`src/design/cksyn_pkg.sv`:
```
// cksyn_pkg: constants and types for the global configuration bank
// assumes one 125 MHz clock, an APB slave and byte-wide registers
//
// Overview of operation
// - bank bit maps memory from index one up
// - rom window beats memory bank select
// - soft reset clears all but reset bits
// - no pin capture or boot in soft reset
// - hard reset acts as external reset
// - global stop stops outputs sourced 0001
// - ring oscillator powered down when set
// - open-drain bit: data out drives low only
// - crystal pin mode field selects pin use
// - pll enable bit drives analog pll
// - input enable bits power input clocks
// - output enable bits power each output
// - group mux field selects clock path
// - mux fields steer groups A to F
// - individual stop ORed, gated by source
package cksyn_pkg;

    // register indices; byte address is four times the index
    localparam logic [9:0] IDX_BANK = 10'h000;
    localparam logic [9:0] IDX_CFG1 = 10'h001;
    localparam logic [9:0] IDX_CFG2 = 10'h002;
    localparam logic [9:0] IDX_PLL = 10'h003;
    localparam logic [9:0] IDX_INEN = 10'h004;
    localparam logic [9:0] IDX_OUTEN1 = 10'h005;
    localparam logic [9:0] IDX_OUTEN2 = 10'h006;
    localparam logic [9:0] IDX_MUX1 = 10'h007;
    localparam logic [9:0] IDX_MUX2 = 10'h008;

    // writable bit masks
    localparam logic [7:0] MASK_BANK = 8'h80;
    localparam logic [7:0] MASK_CFG1 = 8'hEE;
    localparam logic [7:0] MASK_CFG2 = 8'hF7;
    localparam logic [7:0] MASK_PLL = 8'h01;
    localparam logic [7:0] MASK_INEN = 8'h07;
    localparam logic [7:0] MASK_OUTEN1 = 8'hFF;
    localparam logic [7:0] MASK_OUTEN2 = 8'h03;
    localparam logic [7:0] MASK_MUX = 8'h3F;
    localparam logic [7:0] RST_VAL = 8'h00;

    // bits kept through each kind of reset
    localparam logic [7:0] KEEP_HARD = 8'h40;
    localparam logic [7:0] KEEP_SOFT = 8'hC0;

    // field positions
    localparam int BIT_BANK = 7;
    localparam int BIT_SOFT = 7;
    localparam int BIT_HARD = 6;
    localparam int BIT_STOP = 5;
    localparam int BIT_RING = 3;
    localparam int BIT_ODO = 1;
    localparam int BIT_DOUBLE = 2;

    // field encodings
    localparam logic [1:0] XM_XTAL = 2'h1;
    localparam logic [1:0] XM_SE = 2'h2;
    localparam logic [1:0] MUX_INT = 2'h0;
    localparam logic [1:0] MUX_FRAC = 2'h1;
    localparam logic [1:0] MUX_P2 = 2'h3;
    localparam logic [3:0] SRC_REG = 4'h1;

    localparam int NUM_OUT = 10;
    localparam int NUM_IN = 3;
    localparam int NUM_GRP = 6;

    typedef enum logic [2:0] {
        ST_START = 3'b001,
        ST_RUN = 3'b010,
        ST_HOLD = 3'b100
    } cksyn_state_t;

    typedef struct packed {
        logic [7:0] bank;
        logic [7:0] cfg1;
        logic [7:0] cfg2;
        logic [7:0] pll;
        logic [7:0] inen;
        logic [7:0] outen1;
        logic [7:0] outen2;
        logic [7:0] mux1;
        logic [7:0] mux2;
        logic [31:0] rdata;
        logic mem_we;
        logic [9:0] mem_waddr;
        logic [7:0] mem_wdata;
        logic cap;
        logic boot;
        cksyn_state_t st;
    } cksyn_regs_t;

    typedef struct packed {
        logic stop;
    } cksyn_stop_t;

endpackage : cksyn_pkg

```
`src/design/cksyn_stop.sv`:
```
// cksyn_stop: internal stop signal of one output clock
// assumes source field and individual bit come from the same clock
`timescale 1ns/100ps
module cksyn_stop (
    input wire logic clk, // system clock
    input wire logic resetn, // async reset, active low
    input wire logic [3:0] src, // stop source field
    input wire logic ind, // individual stop bit
    input wire logic glb, // global stop bit
    output logic stop // internal stop, registered
);

    cksyn_pkg::cksyn_stop_t q;
    cksyn_pkg::cksyn_stop_t n;

    always_comb begin
        n = q;
        // only the register source lets either bit stop the clock
        n.stop = (src == cksyn_pkg::SRC_REG) && (ind || glb);
    end

    always_ff @(posedge clk or negedge resetn) begin
        if (!resetn) begin
            q <= '0;
        end else begin
            q <= n;
        end
    end

    assign stop = q.stop;
endmodule : cksyn_stop

```
`src/design/cksyn_regs.sv`:
```
// cksyn_regs: global configuration register bank on an APB slave
// assumes memory windows answer reads combinationally on MEM_RDATA
`timescale 1ns/100ps
module cksyn_regs (
    input wire logic CLK, // 125 MHz system clock
    input wire logic RESETN, // external reset pin, active low
    input wire logic PSEL, // apb select
    input wire logic PENABLE, // apb enable
    input wire logic PWRITE, // apb direction
    input wire logic [11:0] PADDR, // apb byte address
    input wire logic [31:0] PWDATA, // apb write data
    input wire logic [3:0] PSTRB, // apb byte strobes
    output logic [31:0] PRDATA, // apb read data
    output logic PREADY, // apb ready
    output logic PSLVERR, // apb error
    input wire logic ROM_SEL, // rom window select
    output logic ROM_WIN, // rom mapped from index one
    output logic EE_WIN, // memory mapped from index one
    output logic [9:0] MEM_RADDR, // window read index
    input wire logic [7:0] MEM_RDATA, // window read data
    output logic MEM_WE, // window write pulse
    output logic [9:0] MEM_WADDR, // window write index
    output logic [7:0] MEM_WDATA, // window write data
    output logic DEV_RST_N, // device logic reset, active low
    output logic CAPTURE_PINS, // latch pin defaults pulse
    output logic BOOT_START, // start boot controller pulse
    input wire logic [39:0] STOP_SRC, // stop source fields
    input wire logic [9:0] STOP_IND, // individual stop bits
    output logic [9:0] OUT_STOP, // internal stop per output
    output logic RING_OSC_PD, // ring oscillator power down
    input wire logic SDO_DATA, // serial data out value
    input wire logic SDO_DRIVE, // serial interface drives pin
    output logic SDO_O, // data out pin value
    output logic SDO_OE, // data out pin enable
    output logic DOUBLER_EN, // clock doubler enable
    output logic XTAL_DRV_EN, // crystal driver on both pins
    output logic XTAL_A_SE_IN, // first pin single-ended input
    output logic PLL_EN, // analog pll enable
    output logic [2:0] IC_EN, // input clock enables
    output logic [9:0] OC_EN, // output clock enables
    output logic [5:0] GRP_INT, // group uses integer divider
    output logic [5:0] GRP_FRAC, // group uses frac or bypass
    output logic [5:0] GRP_PATH2 // group uses second path
);

    cksyn_pkg::cksyn_regs_t q;
    cksyn_pkg::cksyn_regs_t n;

    logic [9:0] idx;
    logic setup;
    logic access;
    logic win;
    logic unmapped;
    logic wr_reg;
    logic wr_mem;
    logic [7:0] rd_byte;
    logic [7:0] wb;
    logic [11:0] mux_all;

    ////////////////////////////////////////////////////////////////////
    // bus decode

    assign idx = PADDR[11:2];
    assign setup = PSEL && !PENABLE;
    assign access = PSEL && PENABLE;
    // rom select wins; index zero always stays the bank register
    assign ROM_WIN = ROM_SEL;
    assign EE_WIN = q.bank[cksyn_pkg::BIT_BANK] && !ROM_SEL;
    assign win = (ROM_WIN || EE_WIN) && (idx != cksyn_pkg::IDX_BANK);
    assign unmapped = !win && (idx > cksyn_pkg::IDX_MUX2);
    assign wr_reg = access && PWRITE && PSTRB[0] && !win && !unmapped;
    assign wr_mem = access && PWRITE && PSTRB[0] && win;
    assign wb = PWDATA[7:0];
    assign MEM_RADDR = idx;

    // zero wait state; read data was taken in the setup cycle
    assign PREADY = 1'b1;
    assign PSLVERR = access && unmapped;
    assign PRDATA = q.rdata;

    always_comb begin
        rd_byte = 8'h00;
        if (win) begin
            rd_byte = MEM_RDATA;
        end else begin
            case (idx)
                cksyn_pkg::IDX_BANK: rd_byte = q.bank;
                cksyn_pkg::IDX_CFG1: rd_byte = q.cfg1;
                cksyn_pkg::IDX_CFG2: rd_byte = q.cfg2;
                cksyn_pkg::IDX_PLL: rd_byte = q.pll;
                cksyn_pkg::IDX_INEN: rd_byte = q.inen;
                cksyn_pkg::IDX_OUTEN1: rd_byte = q.outen1;
                cksyn_pkg::IDX_OUTEN2: rd_byte = q.outen2;
                cksyn_pkg::IDX_MUX1: rd_byte = q.mux1;
                cksyn_pkg::IDX_MUX2: rd_byte = q.mux2;
                default: rd_byte = 8'h00;
            endcase
        end
    end

    ////////////////////////////////////////////////////////////////////
    // next state

    always_comb begin
        n = q;
        n.mem_we = 1'b0;
        n.cap = 1'b0;
        n.boot = 1'b0;
        if (setup) begin
            n.rdata = {24'h000000, rd_byte};
        end
        // masks keep reserved bits at zero
        if (wr_reg) begin
            case (idx)
                cksyn_pkg::IDX_BANK:
                    n.bank = wb & cksyn_pkg::MASK_BANK;
                cksyn_pkg::IDX_CFG1:
                    n.cfg1 = wb & cksyn_pkg::MASK_CFG1;
                cksyn_pkg::IDX_CFG2:
                    n.cfg2 = wb & cksyn_pkg::MASK_CFG2;
                cksyn_pkg::IDX_PLL:
                    n.pll = wb & cksyn_pkg::MASK_PLL;
                cksyn_pkg::IDX_INEN:
                    n.inen = wb & cksyn_pkg::MASK_INEN;
                cksyn_pkg::IDX_OUTEN1:
                    n.outen1 = wb & cksyn_pkg::MASK_OUTEN1;
                cksyn_pkg::IDX_OUTEN2:
                    n.outen2 = wb & cksyn_pkg::MASK_OUTEN2;
                cksyn_pkg::IDX_MUX1:
                    n.mux1 = wb & cksyn_pkg::MASK_MUX;
                cksyn_pkg::IDX_MUX2:
                    n.mux2 = wb & cksyn_pkg::MASK_MUX;
                default: n.bank = q.bank;
            endcase
        end
        if (wr_mem) begin
            n.mem_we = 1'b1;
            n.mem_waddr = idx;
            n.mem_wdata = wb;
        end
        // hard reset keeps only itself; soft keeps both reset bits
        if (n.cfg1[cksyn_pkg::BIT_HARD]) begin
            n.bank = cksyn_pkg::RST_VAL;
            n.cfg1 = n.cfg1 & cksyn_pkg::KEEP_HARD;
            n.cfg2 = cksyn_pkg::RST_VAL;
            n.pll = cksyn_pkg::RST_VAL;
            n.inen = cksyn_pkg::RST_VAL;
            n.outen1 = cksyn_pkg::RST_VAL;
            n.outen2 = cksyn_pkg::RST_VAL;
            n.mux1 = cksyn_pkg::RST_VAL;
            n.mux2 = cksyn_pkg::RST_VAL;
        end else if (n.cfg1[cksyn_pkg::BIT_SOFT]) begin
            n.bank = cksyn_pkg::RST_VAL;
            n.cfg1 = n.cfg1 & cksyn_pkg::KEEP_SOFT;
            n.cfg2 = cksyn_pkg::RST_VAL;
            n.pll = cksyn_pkg::RST_VAL;
            n.inen = cksyn_pkg::RST_VAL;
            n.outen1 = cksyn_pkg::RST_VAL;
            n.outen2 = cksyn_pkg::RST_VAL;
            n.mux1 = cksyn_pkg::RST_VAL;
            n.mux2 = cksyn_pkg::RST_VAL;
        end
        // startup after the pin reset or after a hard reset ends
        case (q.st)
            cksyn_pkg::ST_START: begin
                n.st = cksyn_pkg::ST_RUN;
                // soft reset suppresses both capture and boot
                if (!n.cfg1[cksyn_pkg::BIT_SOFT]) begin
                    n.cap = 1'b1;
                    n.boot = 1'b1;
                end
            end
            cksyn_pkg::ST_RUN: begin
                if (q.cfg1[cksyn_pkg::BIT_HARD]) begin
                    n.st = cksyn_pkg::ST_HOLD;
                end
            end
            cksyn_pkg::ST_HOLD: begin
                if (!q.cfg1[cksyn_pkg::BIT_HARD]) begin
                    n.st = cksyn_pkg::ST_START;
                end
            end
            default: n.st = cksyn_pkg::ST_START;
        endcase
    end

    always_ff @(posedge CLK or negedge RESETN) begin
        if (!RESETN) begin
            q <= '0;
            q.st <= cksyn_pkg::ST_START;
        end else begin
            q <= n;
        end
    end

    ////////////////////////////////////////////////////////////////////
    // outputs

    assign MEM_WE = q.mem_we;
    assign MEM_WADDR = q.mem_waddr;
    assign MEM_WDATA = q.mem_wdata;
    assign CAPTURE_PINS = q.cap;
    assign BOOT_START = q.boot;
    assign DEV_RST_N = !(q.cfg1[cksyn_pkg::BIT_SOFT] ||
                         q.cfg1[cksyn_pkg::BIT_HARD]);

    assign RING_OSC_PD = q.cfg1[cksyn_pkg::BIT_RING];
    // open drain never drives high, so a pull-up is needed
    assign SDO_O = q.cfg1[cksyn_pkg::BIT_ODO] ? 1'b0 : SDO_DATA;
    assign SDO_OE = q.cfg1[cksyn_pkg::BIT_ODO] ?
                    (SDO_DRIVE && !SDO_DATA) : SDO_DRIVE;

    assign DOUBLER_EN = q.cfg2[cksyn_pkg::BIT_DOUBLE];
    assign XTAL_DRV_EN = (q.cfg2[1:0] == cksyn_pkg::XM_XTAL);
    assign XTAL_A_SE_IN = (q.cfg2[1:0] == cksyn_pkg::XM_SE);
    assign PLL_EN = q.pll[0];
    assign IC_EN = q.inen[cksyn_pkg::NUM_IN-1:0];
    assign OC_EN = {q.outen2[1:0], q.outen1};

    // groups A..C from the first mux register, D..F from the second
    assign mux_all = {q.mux2[5:0], q.mux1[5:0]};

    genvar g;
    generate
        for (g = 0; g < cksyn_pkg::NUM_GRP; g = g + 1) begin : gen_grp
            // unused code 10 selects no path at all
            assign GRP_INT[g] = (mux_all[2*g+1:2*g] ==
                                 cksyn_pkg::MUX_INT);
            assign GRP_FRAC[g] = (mux_all[2*g+1:2*g] ==
                                  cksyn_pkg::MUX_FRAC);
            assign GRP_PATH2[g] = (mux_all[2*g+1:2*g] ==
                                   cksyn_pkg::MUX_P2);
        end
        for (g = 0; g < cksyn_pkg::NUM_OUT; g = g + 1) begin : gen_stop
            cksyn_stop u_stop (
                .clk(CLK),
                .resetn(RESETN),
                .src(STOP_SRC[4*g+3:4*g]),
                .ind(STOP_IND[g]),
                .glb(q.cfg1[cksyn_pkg::BIT_STOP]),
                .stop(OUT_STOP[g])
            );
        end
    endgenerate
endmodule : cksyn_regs

```
`config.mk`:
```
export PLATFORM = sky130hd
export DESIGN_NAME = cksyn_regs
export DESIGN_NICKNAME = d
export VERILOG_FILES = /design/src/design/cksyn_pkg.sv /design/src/design/cksyn_stop.sv /design/src/design/cksyn_regs.sv
export SDC_FILE = /design/constraint.sdc
export NUM_CORES = 1
export LEC_CHECK = 0
export BUFFER_PORTS_ARGS = -buffer_cell sky130_fd_sc_hd__buf_2
export CORE_MARGIN = 1.5
export CORE_UTILIZATION = 35
export DETAILED_ROUTE_END_ITERATION = 10
export HOLD_SLACK_MARGIN = 0.05
export MAX_ROUTING_LAYER = met4
export PLACE_DENSITY = 0.62
export REMOVE_ABC_BUFFERS = 1
export SLEW_MARGIN = 20
export SYNTH_ARGS = -nofsm -noshare
export SYNTH_HDL_FRONTEND = slang
export SYNTH_SLANG_ARGS = --single-unit
export TNS_END_PERCENT = 100
```
`constraint.sdc`:
```
create_clock -name CLK -period 5.1 [get_ports CLK]
set_clock_uncertainty 0.15 [all_clocks]
set_input_delay 1.02 -clock CLK [delete_from_list [all_inputs] [get_ports CLK]]
set_output_delay 1.02 -clock CLK [all_outputs]
set_load 0.01 [all_outputs]
```
After elaboration in Yosys (flattened, before gate mapping)
Cells that the tools add are included.

word-level totals
  word-level logic and storage cells = 155
  bits in registers = 114
  output and inout port bits = 116
  input port bits = 114

cells by class
  $lt $le $gt $ge = 1
  mux-type cells = 22
  equality and inequality tests = 37
  reductions and logical operators = 68

operators with widths
  cell                                                                              count
  72-bit 2-to-1 mux                                                                 3
  8-bit 2-to-1 mux                                                                  10
  8-bit one-hot mux with 9 select lines                                             1
  10-bit by 3-bit == test with 1-bit output, second input constant                  4
  4-bit by 1-bit == test with 1-bit output, second input constant                   10
  3-bit nonzero test                                                                10
  1-bit logical AND                                                                 22
  10-bit by 2-bit == test with 1-bit output, second input constant                  2
  2-bit AND reduction                                                               10
  19-bit 2-to-1 mux                                                                 1
  2-bit by 1-bit == test with 1-bit output, second input constant                   7
  2-bit == test, second input constant                                              7
  2-bit zero test                                                                   6
  1-bit logical OR                                                                  12
  10-bit by 1-bit == test with 1-bit output, second input constant                  1
  10-bit by 4-bit == test with 1-bit output, second input constant                  1
  10-bit by 4-bit greater-than comparator with 1-bit output, second input constant  1
  10-bit zero test                                                                  1
  10-bit nonzero test                                                               1
  3-bit one-hot mux with 3 select lines                                             1
  1-bit zero test                                                                   6
  3-bit 2-to-1 mux                                                                  2
  2-bit 2-to-1 mux                                                                  2
  2-bit != test, second input constant                                              2
  4 further kinds                                                                   5

Depth between registers and ports, before layout
  depth in word-level cells = 13
  mapped depth = 7
  depth with buffers taken out = 5

Cells and area by module
A second synthesis with hierarchy kept.

unflattened totals
  cells, all modules = 431
  area total of the unflattened synthesis = 4702.0 um2

modules (own cells, without submodules)
  module      times used  area each (um2)  sequential area each (um2)  cells an instance
  cksyn_regs  1           4226.6           1778.0                      401
  cksyn_stop  10          47.5             25.0                        3

Worst setup path before layout
Ideal clock, no wire load.

  path kind = input to output
  from = in PADDR[7]
  to = out PSLVERR
  stages = 3
  arrival = 2.252 ns
  slack = 1.678 ns
  data required time = 3.930 ns
  path through = nor4_4 -> a31oi_2 -> nor4_1

between the ends
  cells in the longest elaborated chain, start to end = 5
  elaborated cells on any way between the ends = 6
  those cells by class = 1 x order compare; 5 x reduce/logical

ends and longest elaborated chain
  item                                                                                                               line              source
  from (decl)                                                                                                        cksyn_regs.sv:10  input wire logic [11:0] PADDR,
  parallel branches: the longest is 3 deep, another holds 10-bit by 4-bit greater-than comparator with 1-bit output  --
  1-bit logical AND (*)                                                                                              cksyn_regs.sv:70  assign unmapped = !win && (idx > cksyn_pkg::IDX_MUX2);
  1-bit logical AND (*)                                                                                              cksyn_regs.sv:78  assign PSLVERR = access && unmapped;
  to (decl)                                                                                                          cksyn_regs.sv:15  output logic PSLVERR,

Mark *: on every way between the ends.

Final worst setup path
  from = in PADDR[2]
  to = out PSLVERR

The elaborated chain is that of the path after synthesis.

==> qor.yml <==
cap_violations: 0
finalCriticalPeriod_ns: 3.92
reg2reg_depth: 5
hold_viol: 0
grt.met2_usage: 0.295
slew_violations: 0
cts_tree: "yes"
dp_hpwl_um: 10200
drt_pass1_iterations: 4
slew_headroom: 0.494
ys_types: 66
ant_nets: 0
cts_resized: 0
wl_per_cell_um: 17.9
track_usage: 0.197
antenna_found_initial: 0
first_global_vias: 3848
grt_start_max_net_pins: 82
core_area_um2: 13300
setup_slack_ns: 1.18
syn_area_per_cell_um2: 10.4
design_area_um2: 5590
syn_area_um2: 4800
cts_buffer_depth: 2
ys_ff_latch: 81
totalWireLength_um: 13600
cp_max_fo: 17
timing.final.crit_share: 0.769
startpoint_type: "input pin"
chipHeight_um: 120
grtUsageMet3: 0.0413
drt_iter0_drc: 222
hp-class: "register to register"
htree_num_levels: 3
ctsRootBufferMaster: "clkbuf_16"
outcome: "finished clean"
power.total_w: 0.00156
peakVddDrop_v: 0.000122
synthMostInstantiatedCell: "buf_4"
cts_sinks: 81
drc: 0
yosys_warnings: 0
layout-drive-gt1-share: 0.437
antenna_cells: 0
p_leak_nw: 2.71
arrival_ns: 2.75
p_per_area_nw_per_um2: 279
synth_area_leaders: "dfrtp_1 (42%), buf_4 (14%), mux2_2 (8.7%)"
grtUsageMet1: 0.266
synth-main-ff-cell: "dfrtp_1"
end_kind: "output pin"
grt-busiest-layer: "met2"
setup_tns_ns: 0
cts_setup_buffers: 0
layout.filler_cells: 1319
avgViaCountPerCell: 5.10
crit_type: "input pin to output pin"
yosys.area.top_type: "dfrtp_1"
synthArstFlopShare: 1.00
netlist.area_leader.share: 0.417
clk_pin_slew_worst_paths_ns: 0.06
worstHoldPathCells: 2
dpl_worst_slack_ns: 1.17
row_count: 42
cts_buffers: 9
place_congestion: 0.881
die-area_um2: 14400
io_buffers: 175
ys_top_cells_by_count: "buf_4 (87), dfrtp_1 (80), mux2_2 (37)"
areaGrowthSynthToFinish_pct: 16.5
synth_edf_count: 0
io-pin-count: 230
grt_pass1_wl_um: 20800
max_freq_mhz: 255
overflow: 0
worst_slew_pin_slew_ns: 0.759
rsz0062_at_grt: "no"
postPlaceCellArea_um2: 5330
syn_inst: 462
nets: 692
critPathRequiredTime_ns: 3.93
setup_viol_count_final: 0
die_w_um: 120
vias: 3873
seq_area_frac_synth: 0.422
initial_core_util: 0.361
cts_hold_buf: 0
clk_latency_ns: 0.34
==> worst paths after layout <==
check                      slack [ns]                  endpoint             startpoint
max reg2reg                      2.57      IC_EN[0]$_DFFE_PN0P_     q[127]$_DFFE_PN0P_
min in group asynchronous        0.58  MEM_WADDR[4]$_DFFE_PN0P_                 RESETN
min                              0.34     PRDATA[2]$_DFFE_PN0P_  PRDATA[2]$_DFFE_PN0P_
min reg2reg                      0.34     PRDATA[2]$_DFFE_PN0P_  PRDATA[2]$_DFFE_PN0P_
max                              1.18                   PSLVERR               PADDR[2]
max in group asynchronous        3.70      OC_EN[1]$_DFFE_PN0P_                 RESETN
==> stage by stage <==
step / hold slack, ns / utilization / instances
floorplan: 0.318 / - / 386
global placement: 0.309 / 0.401 / 743
detailed placement: 0.325 / 0.401 / 743
CTS: 0.338 / 0.420 / 759
global route: 0.370 / 0.421 / 759
finish: 0.336 / 0.421 / 759
==> kinds of logic after synthesis <==
logic type / after synthesis / share of synthesized area
compound gates: 89 / 0.143
xor+xnor: 2 / 0.00365
buf+inv: 109 / 0.155
flops: 81 / 0.422
mux: 44 / 0.103
other cells: 2 / 0.00156
simple gates: 135 / 0.171
==> state kept, by name, indices dropped and copies added (netlist names) <==
| signal | count |
|---|---|
| MEM_WE | 1 |
| BOOT_START | 1 |
| DOUBLER_EN | 1 |
| PLL_EN | 1 |
| q | 15 |
| RING_OSC_PD | 1 |
| PRDATA | 8 |
| mux_all | 12 |
| OC_EN | 10 |
| MEM_WADDR | 10 |
| gen_stop.u_stop.stop | 10 |
| MEM_WDATA | 8 |
| IC_EN | 3 |
==> report_power, final <==
group          switching (W)  total [W]  internal (W)  leakage, nW
sequential         0.0000295   0.000726      0.000697         1.08
combinational       0.000134   0.000246      0.000113         1.51
clock               0.000246   0.000590      0.000345        0.125
==> metal layers <==
metal | share of wire | vias to the layer above
met5 | 0 | -
met4 | 0.016 | 0
met3 | 0.080 | 15
met2 | 0.46 | 199
met1 | 0.44 | 1879
li1 | - | 1780
==> cells in the final DEF, fill, tap and decap left out, types with 9 or more instances in the layout <==
cell,n
dfrtp_1,80
o21a_1,10
conb_1,25
and2_1,12
nor2_1,24
buf_2,174
inv_1,10
a21oi_1,12
mux2_2,37
nand3_1,11
o21ai_0,18
nor2b_1,9
nor4b_1,10
nand2_1,24
clkbuf_16,9
==> final cells by class <==
cell class,count,area (um^2),area share
multi-input combinational,295,2120,0.379
sequential,81,2030,0.363
tap,176,220,0.0394
clock buffer,16,262,0.0467
inverter,10,37.5,0.00671
timing repair buffer,181,927,0.166
==> critical path, cell delays in order <==
cell,delay [ns]
buf_2,0.23
nor4_1,0.69
a31oi_2,0.17
buf_4,0.20
nor4_1,0.25
buf_2,0.17
Note: power is estimated with default switching activity, not from simulation.
